`src/core/tcg_pkg.sv`:
```
package tcg_pkg;

  localparam int ADDR_W = 20;
  localparam int DATA_W = 32;
  localparam int BYTE_W = 8;
  localparam int STRB_W = DATA_W / BYTE_W;
  localparam int WORD_LSB = 2;
  localparam int OWN_ADDR_W = 7;
  localparam int LOCK_W = 2;
  localparam int EV_W = 4;
  localparam int SETTLE_W = 3;

  //////////////////////////////////////////////////////////////////////////////

  localparam logic [ADDR_W-1:0] CFG_OFFSET = 20'h1D12C;
  localparam logic [ADDR_W-1:0] IRQ_STATUS_OFFSET = 20'h1D200;
  localparam logic [ADDR_W-1:0] IRQ_MASK_OFFSET = 20'h1D204;

  localparam logic [DATA_W-1:0] CFG_RESET = 32'hD000_0030;
  localparam logic [DATA_W-1:0] ZERO_WORD = 32'h0000_0000;

  localparam int BIT_RD_PERMIT = 31;
  localparam int BIT_WR_PERMIT = 30;
  localparam int BIT_ALERT_PERMIT = 29;
  localparam int BIT_RESPOND = 28;
  localparam int BIT_UNLOCK = 24;
  localparam int ADDR_MSB = 6;

  //////////////////////////////////////////////////////////////////////////////

  localparam logic [OWN_ADDR_W-1:0] ALERT_RESP_ADDR = 7'h0C;
  localparam logic [OWN_ADDR_W-1:0] GENERAL_CALL_ADDR = 7'h00;

  localparam logic [1:0] RESP_OKAY = 2'h0;
  localparam logic [1:0] RESP_SLVERR = 2'h2;

  localparam int EV_RD_DONE = 0;
  localparam int EV_WR_DONE = 1;
  localparam int EV_ALERT = 2;
  localparam int EV_DENIED = 3;

  localparam logic [SETTLE_W-1:0] STRAP_SETTLE = 3'h6;
  localparam logic [SETTLE_W-1:0] SETTLE_STEP = 3'h1;

  typedef enum logic {ST_SETTLE, ST_RUN} strap_state_t;

endpackage

```
`src/core/strap_sync.sv`:
```
`timescale 1ns/1ps

module strap_sync #(
  parameter int W = 2
) (
  input wire logic mclk,
  input wire logic rst_n,
  input wire logic [W-1:0] pinIn,
  output logic [W-1:0] stableOut
);

  typedef struct packed {
    logic [W-1:0] s1;
    logic [W-1:0] s2;
    logic [W-1:0] s3;
    logic [W-1:0] stable;
  } sync_t;

  sync_t st_ff;
  sync_t nxt_st;

  // The first stage feeds only the second; a bit changes once stages two and three agree.
  always_comb
  begin
    nxt_st = st_ff;
    nxt_st.s1 = pinIn;
    nxt_st.s2 = st_ff.s1;
    nxt_st.s3 = st_ff.s2;
    nxt_st.stable = (st_ff.s2 & st_ff.s3) | (st_ff.stable & (st_ff.s2 ^ st_ff.s3));
    if (!rst_n)
    begin
      nxt_st = '0;
    end
  end

  always_ff @(posedge mclk)
  begin
    st_ff <= nxt_st;
  end

  assign stableOut = st_ff.stable;

endmodule

```
`src/core/i2c_target_config_gate.sv`:
```
// Behaviour
// - Read-data window read launches internal read at read-address window when read permitted.
// - Write-data window write launches internal write at write-address window when permitted.
// - Respond enable clear blocks every remote internal access despite read/write permits.
// - With alert permit set, answer alert response address 0001100 reads when status pending.
// - Alert response only while pending alert flag set; never with alert permit clear.
// - Alert reply returns own seven-bit address then 0, then clears alert flag.
// - Alert permit clear: alert address may serve as an ordinary own address.
// - Alert permit set and own address equal alert address: alert behaviour wins.
// - Respond enable set: acknowledge addresses matching own target address.
// - Respond enable clear: not-acknowledge everything except permitted alert response reads.
// - Own target address is seven low bits of config word, reset 0x30.
// - Two low address bits latched from pins; writable only with unlock set same write.
// - General-call transactions are ignored and not-acknowledged.
`timescale 1ns/1ps

module i2c_target_config_gate
  import tcg_pkg::*;
(
  input wire logic mclk,
  input wire logic rst_n,
  input wire logic [tcg_pkg::ADDR_W-1:0] awaddr,
  input wire logic awvalid,
  output logic awready,
  input wire logic [tcg_pkg::DATA_W-1:0] wdata,
  input wire logic [tcg_pkg::STRB_W-1:0] wstrb,
  input wire logic wvalid,
  output logic wready,
  output logic [1:0] bresp,
  output logic bvalid,
  input wire logic bready,
  input wire logic [tcg_pkg::ADDR_W-1:0] araddr,
  input wire logic arvalid,
  output logic arready,
  output logic [tcg_pkg::DATA_W-1:0] rdata,
  output logic [1:0] rresp,
  output logic rvalid,
  input wire logic rready,
  output logic irq,
  input wire logic [tcg_pkg::LOCK_W-1:0] addrStrap,
  input wire logic addrStrobe,
  input wire logic [tcg_pkg::BYTE_W-1:0] addrByte,
  output logic addrAck,
  output logic alertMode,
  output logic [tcg_pkg::BYTE_W-1:0] alertReplyByte,
  input wire logic alertDone,
  input wire logic alertFlag,
  output logic alertClear,
  input wire logic rdWinStrobe,
  input wire logic [tcg_pkg::DATA_W-1:0] rdWinAddr,
  output logic intRdReq,
  output logic [tcg_pkg::DATA_W-1:0] intRdAddr,
  input wire logic wrWinStrobe,
  input wire logic [tcg_pkg::DATA_W-1:0] wrWinAddr,
  input wire logic [tcg_pkg::DATA_W-1:0] wrWinData,
  output logic intWrReq,
  output logic [tcg_pkg::DATA_W-1:0] intWrAddr,
  output logic [tcg_pkg::DATA_W-1:0] intWrData
);

  import tcg_pkg::*;

  typedef struct packed {
    strap_state_t strapState;
    logic [SETTLE_W-1:0] settleCnt;
    logic rdPermit;
    logic wrPermit;
    logic alertPermit;
    logic respond;
    logic unlock;
    logic [OWN_ADDR_W-1:0] ownAddr;
    logic awTaken;
    logic [ADDR_W-1:0] awAddr;
    logic wTaken;
    logic [DATA_W-1:0] wData;
    logic [STRB_W-1:0] wStrb;
    logic bvalid;
    logic [1:0] bresp;
    logic rvalid;
    logic [DATA_W-1:0] rdata;
    logic [1:0] rresp;
    logic [EV_W-1:0] status;
    logic [EV_W-1:0] mask;
    logic addrAck;
    logic alertMode;
    logic [BYTE_W-1:0] alertReply;
    logic alertClear;
    logic intRdReq;
    logic [DATA_W-1:0] intRdAddr;
    logic intWrReq;
    logic [DATA_W-1:0] intWrAddr;
    logic [DATA_W-1:0] intWrData;
  } state_t;

  state_t st_ff;
  state_t nxt_st;

  logic [LOCK_W-1:0] strapLevel;
  logic [DATA_W-1:0] cfgWord;
  logic [DATA_W-1:0] cfgNew;
  logic [DATA_W-1:0] maskNew;
  logic [OWN_ADDR_W-1:0] rxAddr;
  logic rxRead;
  logic alertClaim;
  logic alertHit;
  logic ownHit;
  logic rdGo;
  logic wrGo;
  logic cfgWrOpen;
  logic [EV_W-1:0] ev;
  logic [EV_W-1:0] clr;

  //////////////////////////////////////////////////////////////////////////////

  strap_sync #(
    .W(LOCK_W)
  ) strap_sync_i (
    .mclk(mclk),
    .rst_n(rst_n),
    .pinIn(addrStrap),
    .stableOut(strapLevel)
  );

  function automatic logic [DATA_W-1:0] mergeBytes(
    input logic [DATA_W-1:0] oldWord,
    input logic [DATA_W-1:0] newWord,
    input logic [STRB_W-1:0] strb
  );
    logic [DATA_W-1:0] res;
    res = oldWord;
    for (int i = 0; i < STRB_W; i++)
    begin
      if (strb[i])
      begin
        res[i*BYTE_W +: BYTE_W] = newWord[i*BYTE_W +: BYTE_W];
      end
    end
    return res;
  endfunction

  function automatic logic isReg(
    input logic [ADDR_W-1:0] addr,
    input logic [ADDR_W-1:0] offset
  );
    return addr[ADDR_W-1:WORD_LSB] == offset[ADDR_W-1:WORD_LSB];
  endfunction

  //////////////////////////////////////////////////////////////////////////////

  always_comb
  begin
    nxt_st = st_ff;
    ev = '0;
    clr = '0;
    cfgWord = ZERO_WORD;
    cfgWord[BIT_RD_PERMIT] = st_ff.rdPermit;
    cfgWord[BIT_WR_PERMIT] = st_ff.wrPermit;
    cfgWord[BIT_ALERT_PERMIT] = st_ff.alertPermit;
    cfgWord[BIT_RESPOND] = st_ff.respond;
    cfgWord[BIT_UNLOCK] = st_ff.unlock;
    cfgWord[ADDR_MSB:0] = st_ff.ownAddr;
    cfgNew = mergeBytes(cfgWord, st_ff.wData, st_ff.wStrb);
    maskNew = mergeBytes({{(DATA_W-EV_W){1'b0}}, st_ff.mask}, st_ff.wData, st_ff.wStrb);
    cfgWrOpen = st_ff.awTaken && st_ff.wTaken && isReg(st_ff.awAddr, CFG_OFFSET)
      && cfgNew[BIT_UNLOCK];

    // Pulses last one cycle.
    nxt_st.addrAck = 1'b0;
    nxt_st.alertClear = 1'b0;
    nxt_st.intRdReq = 1'b0;
    nxt_st.intWrReq = 1'b0;

    // The strap is caught once, after the synchroniser has had time to fill.
    unique case (st_ff.strapState)
      ST_SETTLE:
      begin
        nxt_st.settleCnt = st_ff.settleCnt + SETTLE_STEP;
        if (st_ff.settleCnt == STRAP_SETTLE)
        begin
          nxt_st.ownAddr[LOCK_W-1:0] = strapLevel;
          nxt_st.strapState = ST_RUN;
        end
      end
      ST_RUN:
      begin
        nxt_st.strapState = ST_RUN;
      end
    endcase

    // Address byte decision, taken on the ninth clock of the address byte.
    rxAddr = addrByte[BYTE_W-1:1];
    rxRead = addrByte[0];
    alertClaim = st_ff.alertPermit && (rxAddr == ALERT_RESP_ADDR);
    alertHit = alertClaim && rxRead && alertFlag;
    ownHit = st_ff.respond && (rxAddr == st_ff.ownAddr)
      && (rxAddr != GENERAL_CALL_ADDR) && !alertClaim;
    if (addrStrobe)
    begin
      nxt_st.addrAck = alertHit || ownHit;
      nxt_st.alertMode = alertHit;
      if (alertHit)
      begin
        nxt_st.alertReply = {st_ff.ownAddr, 1'b0};
      end
    end
    else if (alertDone && st_ff.alertMode)
    begin
      nxt_st.alertMode = 1'b0;
      nxt_st.alertClear = 1'b1;
      ev[EV_ALERT] = 1'b1;
    end

    // Remote window accesses reach the core only when both gates are open.
    rdGo = st_ff.respond && st_ff.rdPermit;
    wrGo = st_ff.respond && st_ff.wrPermit;
    if (rdWinStrobe)
    begin
      if (rdGo)
      begin
        nxt_st.intRdReq = 1'b1;
        nxt_st.intRdAddr = rdWinAddr;
        ev[EV_RD_DONE] = 1'b1;
      end
      else
      begin
        ev[EV_DENIED] = 1'b1;
      end
    end
    if (wrWinStrobe)
    begin
      if (wrGo)
      begin
        nxt_st.intWrReq = 1'b1;
        nxt_st.intWrAddr = wrWinAddr;
        nxt_st.intWrData = wrWinData;
        ev[EV_WR_DONE] = 1'b1;
      end
      else
      begin
        ev[EV_DENIED] = 1'b1;
      end
    end

    // Register bus: write address and data are caught separately, then applied together.
    if (awvalid && awready)
    begin
      nxt_st.awTaken = 1'b1;
      nxt_st.awAddr = awaddr;
    end
    if (wvalid && wready)
    begin
      nxt_st.wTaken = 1'b1;
      nxt_st.wData = wdata;
      nxt_st.wStrb = wstrb;
    end
    if (st_ff.awTaken && st_ff.wTaken)
    begin
      nxt_st.awTaken = 1'b0;
      nxt_st.wTaken = 1'b0;
      nxt_st.bvalid = 1'b1;
      nxt_st.bresp = RESP_OKAY;
      if (isReg(st_ff.awAddr, CFG_OFFSET))
      begin
        nxt_st.rdPermit = cfgNew[BIT_RD_PERMIT];
        nxt_st.wrPermit = cfgNew[BIT_WR_PERMIT];
        nxt_st.alertPermit = cfgNew[BIT_ALERT_PERMIT];
        nxt_st.respond = cfgNew[BIT_RESPOND];
        nxt_st.unlock = cfgNew[BIT_UNLOCK];
        nxt_st.ownAddr[ADDR_MSB:LOCK_W] = cfgNew[ADDR_MSB:LOCK_W];
        if (cfgNew[BIT_UNLOCK])
        begin
          nxt_st.ownAddr[LOCK_W-1:0] = cfgNew[LOCK_W-1:0];
        end
      end
      else if (isReg(st_ff.awAddr, IRQ_MASK_OFFSET))
      begin
        nxt_st.mask = maskNew[EV_W-1:0];
      end
      else if (!isReg(st_ff.awAddr, IRQ_STATUS_OFFSET))
      begin
        nxt_st.bresp = RESP_SLVERR;
      end
    end
    if (st_ff.bvalid && bready)
    begin
      nxt_st.bvalid = 1'b0;
    end

    if (arvalid && arready)
    begin
      nxt_st.rvalid = 1'b1;
      nxt_st.rresp = RESP_OKAY;
      nxt_st.rdata = ZERO_WORD;
      if (isReg(araddr, CFG_OFFSET))
      begin
        nxt_st.rdata = cfgWord;
      end
      else if (isReg(araddr, IRQ_MASK_OFFSET))
      begin
        nxt_st.rdata[EV_W-1:0] = st_ff.mask;
      end
      else if (isReg(araddr, IRQ_STATUS_OFFSET))
      begin
        nxt_st.rdata[EV_W-1:0] = st_ff.status;
        clr = st_ff.status;
      end
      else
      begin
        nxt_st.rresp = RESP_SLVERR;
      end
    end
    else if (st_ff.rvalid && rready)
    begin
      nxt_st.rvalid = 1'b0;
    end

    // An event in the cycle of the clearing read survives it.
    nxt_st.status = (st_ff.status & ~clr) | ev;

    if (!rst_n)
    begin
      nxt_st = '0;
      nxt_st.strapState = ST_SETTLE;
      nxt_st.rdPermit = CFG_RESET[BIT_RD_PERMIT];
      nxt_st.wrPermit = CFG_RESET[BIT_WR_PERMIT];
      nxt_st.alertPermit = CFG_RESET[BIT_ALERT_PERMIT];
      nxt_st.respond = CFG_RESET[BIT_RESPOND];
      nxt_st.unlock = CFG_RESET[BIT_UNLOCK];
      nxt_st.ownAddr = CFG_RESET[ADDR_MSB:0];
    end
  end

  always_ff @(posedge mclk)
  begin
    st_ff <= nxt_st;
  end

  //////////////////////////////////////////////////////////////////////////////

  // One write and one read in flight keep the slave free of any queue.
  assign awready = !st_ff.awTaken && !st_ff.bvalid;
  assign wready = !st_ff.wTaken && !st_ff.bvalid;
  assign arready = !st_ff.rvalid;
  assign bvalid = st_ff.bvalid;
  assign bresp = st_ff.bresp;
  assign rvalid = st_ff.rvalid;
  assign rdata = st_ff.rdata;
  assign rresp = st_ff.rresp;
  assign irq = |(st_ff.status & st_ff.mask);
  assign addrAck = st_ff.addrAck;
  assign alertMode = st_ff.alertMode;
  assign alertReplyByte = st_ff.alertReply;
  assign alertClear = st_ff.alertClear;
  assign intRdReq = st_ff.intRdReq;
  assign intRdAddr = st_ff.intRdAddr;
  assign intWrReq = st_ff.intWrReq;
  assign intWrAddr = st_ff.intWrAddr;
  assign intWrData = st_ff.intWrData;
endmodule

```
`config.mk`:
```
export PLATFORM = sky130hd
export DESIGN_NAME = i2c_target_config_gate
export DESIGN_NICKNAME = d
export VERILOG_FILES = /design/src/core/tcg_pkg.sv /design/src/core/strap_sync.sv /design/src/core/i2c_target_config_gate.sv
export SDC_FILE = /design/constraint.sdc
export NUM_CORES = 1
export LEC_CHECK = 0
export BUFFER_PORTS_ARGS = -buffer_cell sky130_fd_sc_hd__buf_4
export CAP_MARGIN = 10
export CORE_AREA = 2 2 132 134
export DETAILED_ROUTE_END_ITERATION = 16
export DIE_AREA = 0 0 134 136
export HOLD_SLACK_MARGIN = 0.15
export MAX_ROUTING_LAYER = met4
export PLACE_DENSITY = 0.81
export RECOVER_POWER = 50
export SLEW_MARGIN = 20
export SYNTH_ARGS = -nofsm -noshare
export SYNTH_HDL_FRONTEND = slang
export SYNTH_SLANG_ARGS = --single-unit
```
`constraint.sdc`:
```
create_clock -name mclk -period 3.3 [get_ports mclk]
set_clock_uncertainty 0.05 [all_clocks]
set_input_delay 0.33 -clock mclk [delete_from_list [all_inputs] [get_ports mclk]]
set_output_delay 0.33 -clock mclk [all_outputs]
set_load 0.01 [all_outputs]
```
# After elaboration in Yosys (flattened, before gate mapping)

Index checks and enable logic that the tools add are counted.

Flip-flop bits (word level): 236
Input bits: 194
Logic and storage cells: 134
Output and inout port bits: 151

Mux-type cells: 39
Reduce and logical (&&, ||, !) cells: 39
$add $sub $neg: 1
Eq/ne operators: 10
Bitwise gates (word level): 11

Operator list:

| kind                                                                    | number |
|---|---|
| 18-bit by 15-bit equality test with 1-bit output, second input constant | 6 |
| 65-bit two-way mux                                                      | 1 |
| 33-bit two-way mux                                                      | 1 |
| 28-bit two-way mux                                                      | 1 |
| 4-bit two-way mux                                                       | 6 |
| 2-bit two-way mux                                                       | 11 |
| 21-bit two-way mux                                                      | 1 |
| 1-bit logical AND                                                       | 17 |
| 1-bit two-way mux                                                       | 16 |
| 2-bit AND reduction                                                     | 7 |
| 4-bit AND                                                               | 2 |
| 7-bit by 4-bit equality test with 1-bit output, second input constant   | 1 |
| 7-bit equality test                                                     | 1 |
| 7-bit nonzero test                                                      | 1 |
| 3-bit AND reduction                                                     | 2 |
| 1-bit logical NOT                                                       | 5 |
| 2-bit AND                                                               | 2 |
| 4-bit inequality test, second input constant                            | 1 |
| 4-bit NOT                                                               | 1 |
| 4-bit bitwise OR                                                        | 1 |
| 4-bit AND reduction                                                     | 1 |
| 2-bit nonzero test                                                      | 2 |
| 2-bit OR reduction                                                      | 2 |
| 4-bit OR reduction                                                      | 1 |
| 8 further kinds                                                         | 10 |

# Longest topological paths before layout

Depth in word-level cells: 8
Mapped depth: 6
Mapped depth without buffers: 6

# Modules after synthesis

Synthesis repeated with hierarchy kept, for this count alone.

Cells, all modules: 973
Area total of the unflattened synthesis: 8400.6 um^2

Modules (own cells, without submodules):

| module                 | instances | cells an instance | area an instance (um^2) |
|---|---|---|---|
| i2c_target_config_gate | 1         | 951               | 8132.8 |
| strap_sync             | 1         | 22                | 267.8 |

# Worst setup path before layout

No wires, ideal clock.

Path kind: input to register
Start point: in addrByte[1] in the netlist's numbering
End point: reg st_ff, in the netlist alertReplyByte[1]
Stages: 4
Setup time: 0.132 ns
Buffers on the path: 0
Data arrival time: 1.618 ns
Path slack: 1.500 ns
Required time: 3.118 ns
Path through: or4_4 > or4_4 > o21ai_1 > a21oi_1

Longest elaborated chain between the ends: 5

Ends and longest elaborated chain:

| item                                           | line                          | text |
|---|---|---|
| start, declared                                | i2c_target_config_gate.sv:42  | `input wire logic [tcg_pkg::BYTE_W-1:0] addrByte,` |
| 7-bit by 4-bit equality test with 1-bit output | i2c_target_config_gate.sv:193 | `alertClaim = st_ff.alertPermit && (rxAddr == ALERT_RESP_ADDR);` |
| 1-bit logical AND                              | i2c_target_config_gate.sv:193 |  |
| 1-bit logical AND (2 in a row)                 | i2c_target_config_gate.sv:194 | `alertHit = alertClaim && rxRead && alertFlag;` |
| 2-bit AND reduction (no line)                  | --                            |  |
| end signal, assigned                           | i2c_target_config_gate.sv:335 | `st_ff <= nxt_st;` |
| end, declared                                  | i2c_target_config_gate.sv:95  | `state_t st_ff;` |

Every way passes these cells.
A chain may end at the register's enable or synchronous reset.

# Worst setup path in the final report

Start point: reg st_ff, in the netlist cfgWord[28]
End point: reg st_ff, in the netlist intRdAddr[19]

Longest elaborated chain between the ends: 2

Ends and longest elaborated chain:

| item                          | line                          | text |
|---|---|---|
| 1-bit logical AND             | i2c_target_config_gate.sv:214 | `rdGo = st_ff.respond && st_ff.rdPermit;` |
| 2-bit AND reduction (no line) | --                            |  |

Every way passes these cells.

==> results.yml <==
synth:
  synth_edf_count: 0
  yosys.area.top_type: "dfxtp_1"
  synthCells: 994
  ys_ff_latch: 190
  synth.distinct_cells: 52
  synthArstFlopShare_pct: 0
  ys_warn_count: 0
  synth.avg_cell_area_um2: 8.203
  synth_ff_type: "dfxtp_1"
  synth_top_area_share_pct: 46.65
  syn_area_mm2: 0.008154
  ys_top_cells_by_area: "dfxtp_1 47%, buf_4 13%, nand2_1 13%"
  seq_area_frac_synth_pct: 46.65
status:
  violations: "capacitance limit, slew limit"
  status: "finished with violations"
placement:
  placed_cells: 1354
  gp_congestion: 0.8355
  dp_hpwl_um: 15570
  dpl-instance-area_mm2: 0.009559
  io_buffers: 295
power_and_ir_drop:
  p_int_w: 0.004104
  powerDensity_mw_per_mm2: 488.1
  leakagePower_nw: 4.575
  seqPwrFrac_pct: 45.7
  peakVddDrop_mv: 0.3733
  net-switching-power_w: 0.001300
  p_sw_share_pct: 24.05
  p_comb_share_pct: 13.0
  power_frac_clock_pct: 41.4
die:
  die_area_mm2: 0.01822
  std_cell_rows: 48
  fp.coreArea_mm2: 0.01688
  dieHeight_um: 136
  initial_core_util_pct: 48.32
  io_pins: 345
  die_x_um: 134
timing:
  fmax_mhz: 438.5
  hold_ws_ns: 0.1735
  period_minus_slack_ns: 2.280
  finalHoldViolations: 0
  post-route-period-util_pct: 69.10
  slew_viol_final: 116
  fin_tns_setup_ns: 0
  rsz0062_at_grt: "false"
  finalSetupViolCount: 0
  tightest_slew_ns: 1.685
  relSlewSlack_pct: -12.34
critical_path:
  crit_family: "buffers and inverters"
  path_max_fanout: 33
  worstPathRequired_ns: 3.60
  r2r_start: "cfgWord[28]"
  crit_buf_inv: 1
  worst-setup-path-type: "reg -> reg"
  slowest_stage: "clkbuf_1"
  slowest_delay_ns: 1.16
  end_kind: "flip-flop"
  crit_chain: "nand3_1, clkbuf_1, nand2_1, a21oi_1"
  r2r_end: "intRdAddr[19]"
  reg2reg_slack_ns: 1.02
  startpoint_type: "flip-flop"
  crit_start: "cfgWord[28]"
  crit_arrival_ns: 2.58
  worstRegToRegCells: 4
clock_network:
  clock_latency_ns: 0.43
  tritoncts: "built"
  cts.sinks: 190
  path_clk_slew_ns: 0.07
  ctsHtreeMaxLevel: 4
  cts_buffers: 17
  post_cts_buffers: 0
  cts_max_path_buffers: 2
  cts_root_buf: "clkbuf_16"
worst_hold_path:
  hold_path_class: "in -> reg"
  worstHoldStart: "addrStrobe"
  hold_depth: 3
  hold_path_end: "alertReplyByte[2]"
layout:
  mostFrequentLayoutCell: "nand2_1"
  area_delta_synth_final_pct: 35.78
  design_area_mm2: 0.01107
  drive_above_1_share_pct: 18.15
  fin_util_pct: 65.61
  area.sequential_mm2: 0.003804
  multi_input_area_mm2: 0.003156
  layout.nets: 1480
  n_fill_cell: 1390
  final_cell_mix: "280 x nand2_1, 190 x dfxtp_1, 175 x buf_4"
  final_cell_count_no_fill: 1521
detailed_routing:
  wire_per_inst_um: 16.08
  drc: 0
  drtPass1Iterations: 5
  ant_nets: 0
  routed_wl_um: 24460
  vias: 7626
  avgViaCountPerCell: 5.014
  initialDrtViolationCount: 333
global_route:
  antenna_found_initial: 0
  gr-total-overflow: 0
  grt_pass1_vias: 7454
  grt_pass1_wl_um: 37120
  grtUsageTotal_pct: 26.39
  grt_start_max_net_pins: 82
job:
  maxCapViolCount: 2
## cells by family after synthesis
| family | count (synthesis) | share of synthesized area (%) |
|---|---|---|
| AND/OR/NAND/NOR | 377 | 20.56 |
| buffers and inverters | 200 | 15.74 |
| AO/OA/AOI/OAI | 196 | 13.21 |
| flip-flops | 190 | 46.65 |
| multiplexers | 17 | 2.210 |
| XOR/XNOR | 9 | 0.9668 |
| adder cells (fa/ha/maj) | 4 | 0.6138 |
| other | 1 | 0.04599 |
## state kept, by name (all words and copies together), names as in the netlist, 2 cells and up
signal,flops
intWrAddr,32
intWrData,32
strap_sync_i.stableOut,2
rdata,12
cfgWord,12
alertReplyByte,7
st_ff,46
intRdAddr,32
strap_sync_i.st_ff,6
## worst register-to-register path: cells and delay by family, from the launching register on
| kind | cells | cell delay [ns] |
|---|---|---|
| AOI/OAI and AO/OA | 1 | 0.24 |
| buffers and inverters | 1 | 1.16 |
| DFF | 1 | 0.41 |
| and+or+nand+nor | 2 | 0.35 |
## final cells by class
type | count | share of cell area (%)
sequential | 190 | 34.35
multi-input combinational | 626 | 28.50
timing repair buffer | 438 | 28.47
clock buffer | 19 | 3.910
tap | 225 | 2.543
clock inverter | 13 | 1.887
inverter | 9 | 0.3164
antenna | 1 | 0.02260
## timing repair
action	in CTS	in global routing
gates resized for setup	0	0
endpoints found under the hold margin	133	0
hold buffers	134	0
## per-stage QoR
step	setup slack [ns]	total power (W)
2_1_floorplan	1.500	0.002886
3_3_place_gp	1.117	0.003104
3_5_place_dp	1.135	0.003119
4_1_cts	1.184	0.005471
5_1_grt	0.8413	0.005601
6_report	1.020	0.005404
## synthesized netlist by cell type, types with 2 or more instances
library cell / instances
buf_1: 2
mux2i_1: 9
nor4_4: 2
nand2_1: 280
nor2_1: 17
nor4_1: 4
or3_1: 2
and4_1: 2
nor2b_1: 2
o21ai_0: 11
o21ai_1: 5
xnor2_1: 8
mux2_2: 8
a21oi_1: 151
nor4b_1: 2
and3_1: 5
nand3_1: 18
a22o_2: 6
buf_4: 140
nand3b_1: 3
a22oi_1: 6
or4_1: 3
nor3_1: 2
clkbuf_1: 48
ha_1: 4
nand4_1: 13
a21o_1: 3
and4bb_2: 2
dfxtp_1: 190
inv_1: 9
nand2b_1: 4
or4_4: 2
o31ai_1: 5
and2_1: 8
## power groups by stage
stage	registers [W]	clock network (W)	logic, W
after detailed placement	0.00252	0	0.000602
after global routing	0.00248	0.00236	0.000761
final	0.00247	0.00223	0.000701
after CTS	0.00246	0.00227	0.000736
after global placement	0.00251	0	0.000592
after floorplan	0.00250	0	0.000389
## how the worst max path moves through the flow
stage	end	slack, ns	cells after the start
finish	intRdAddr[19]	1.02	4
global route	intRdAddr[24]	0.84	4
CTS	intWrData[7]	1.18	4
detailed placement	st_ff[113]	1.13	5
global placement	st_ff[115]	1.12	5
floorplan	alertReplyByte[1]	1.50	4
## layer usage
layer	GRT usage [%]	share of wire [%]	up-vias
li1	-	-	3714
met1	28.63	39	3545
met2	45.87	50	309
met3	6.935	7.3	58
met4	11.17	3.1	0
met5	-	0	-
No activity file was read; power rests on OpenSTA's default activity.
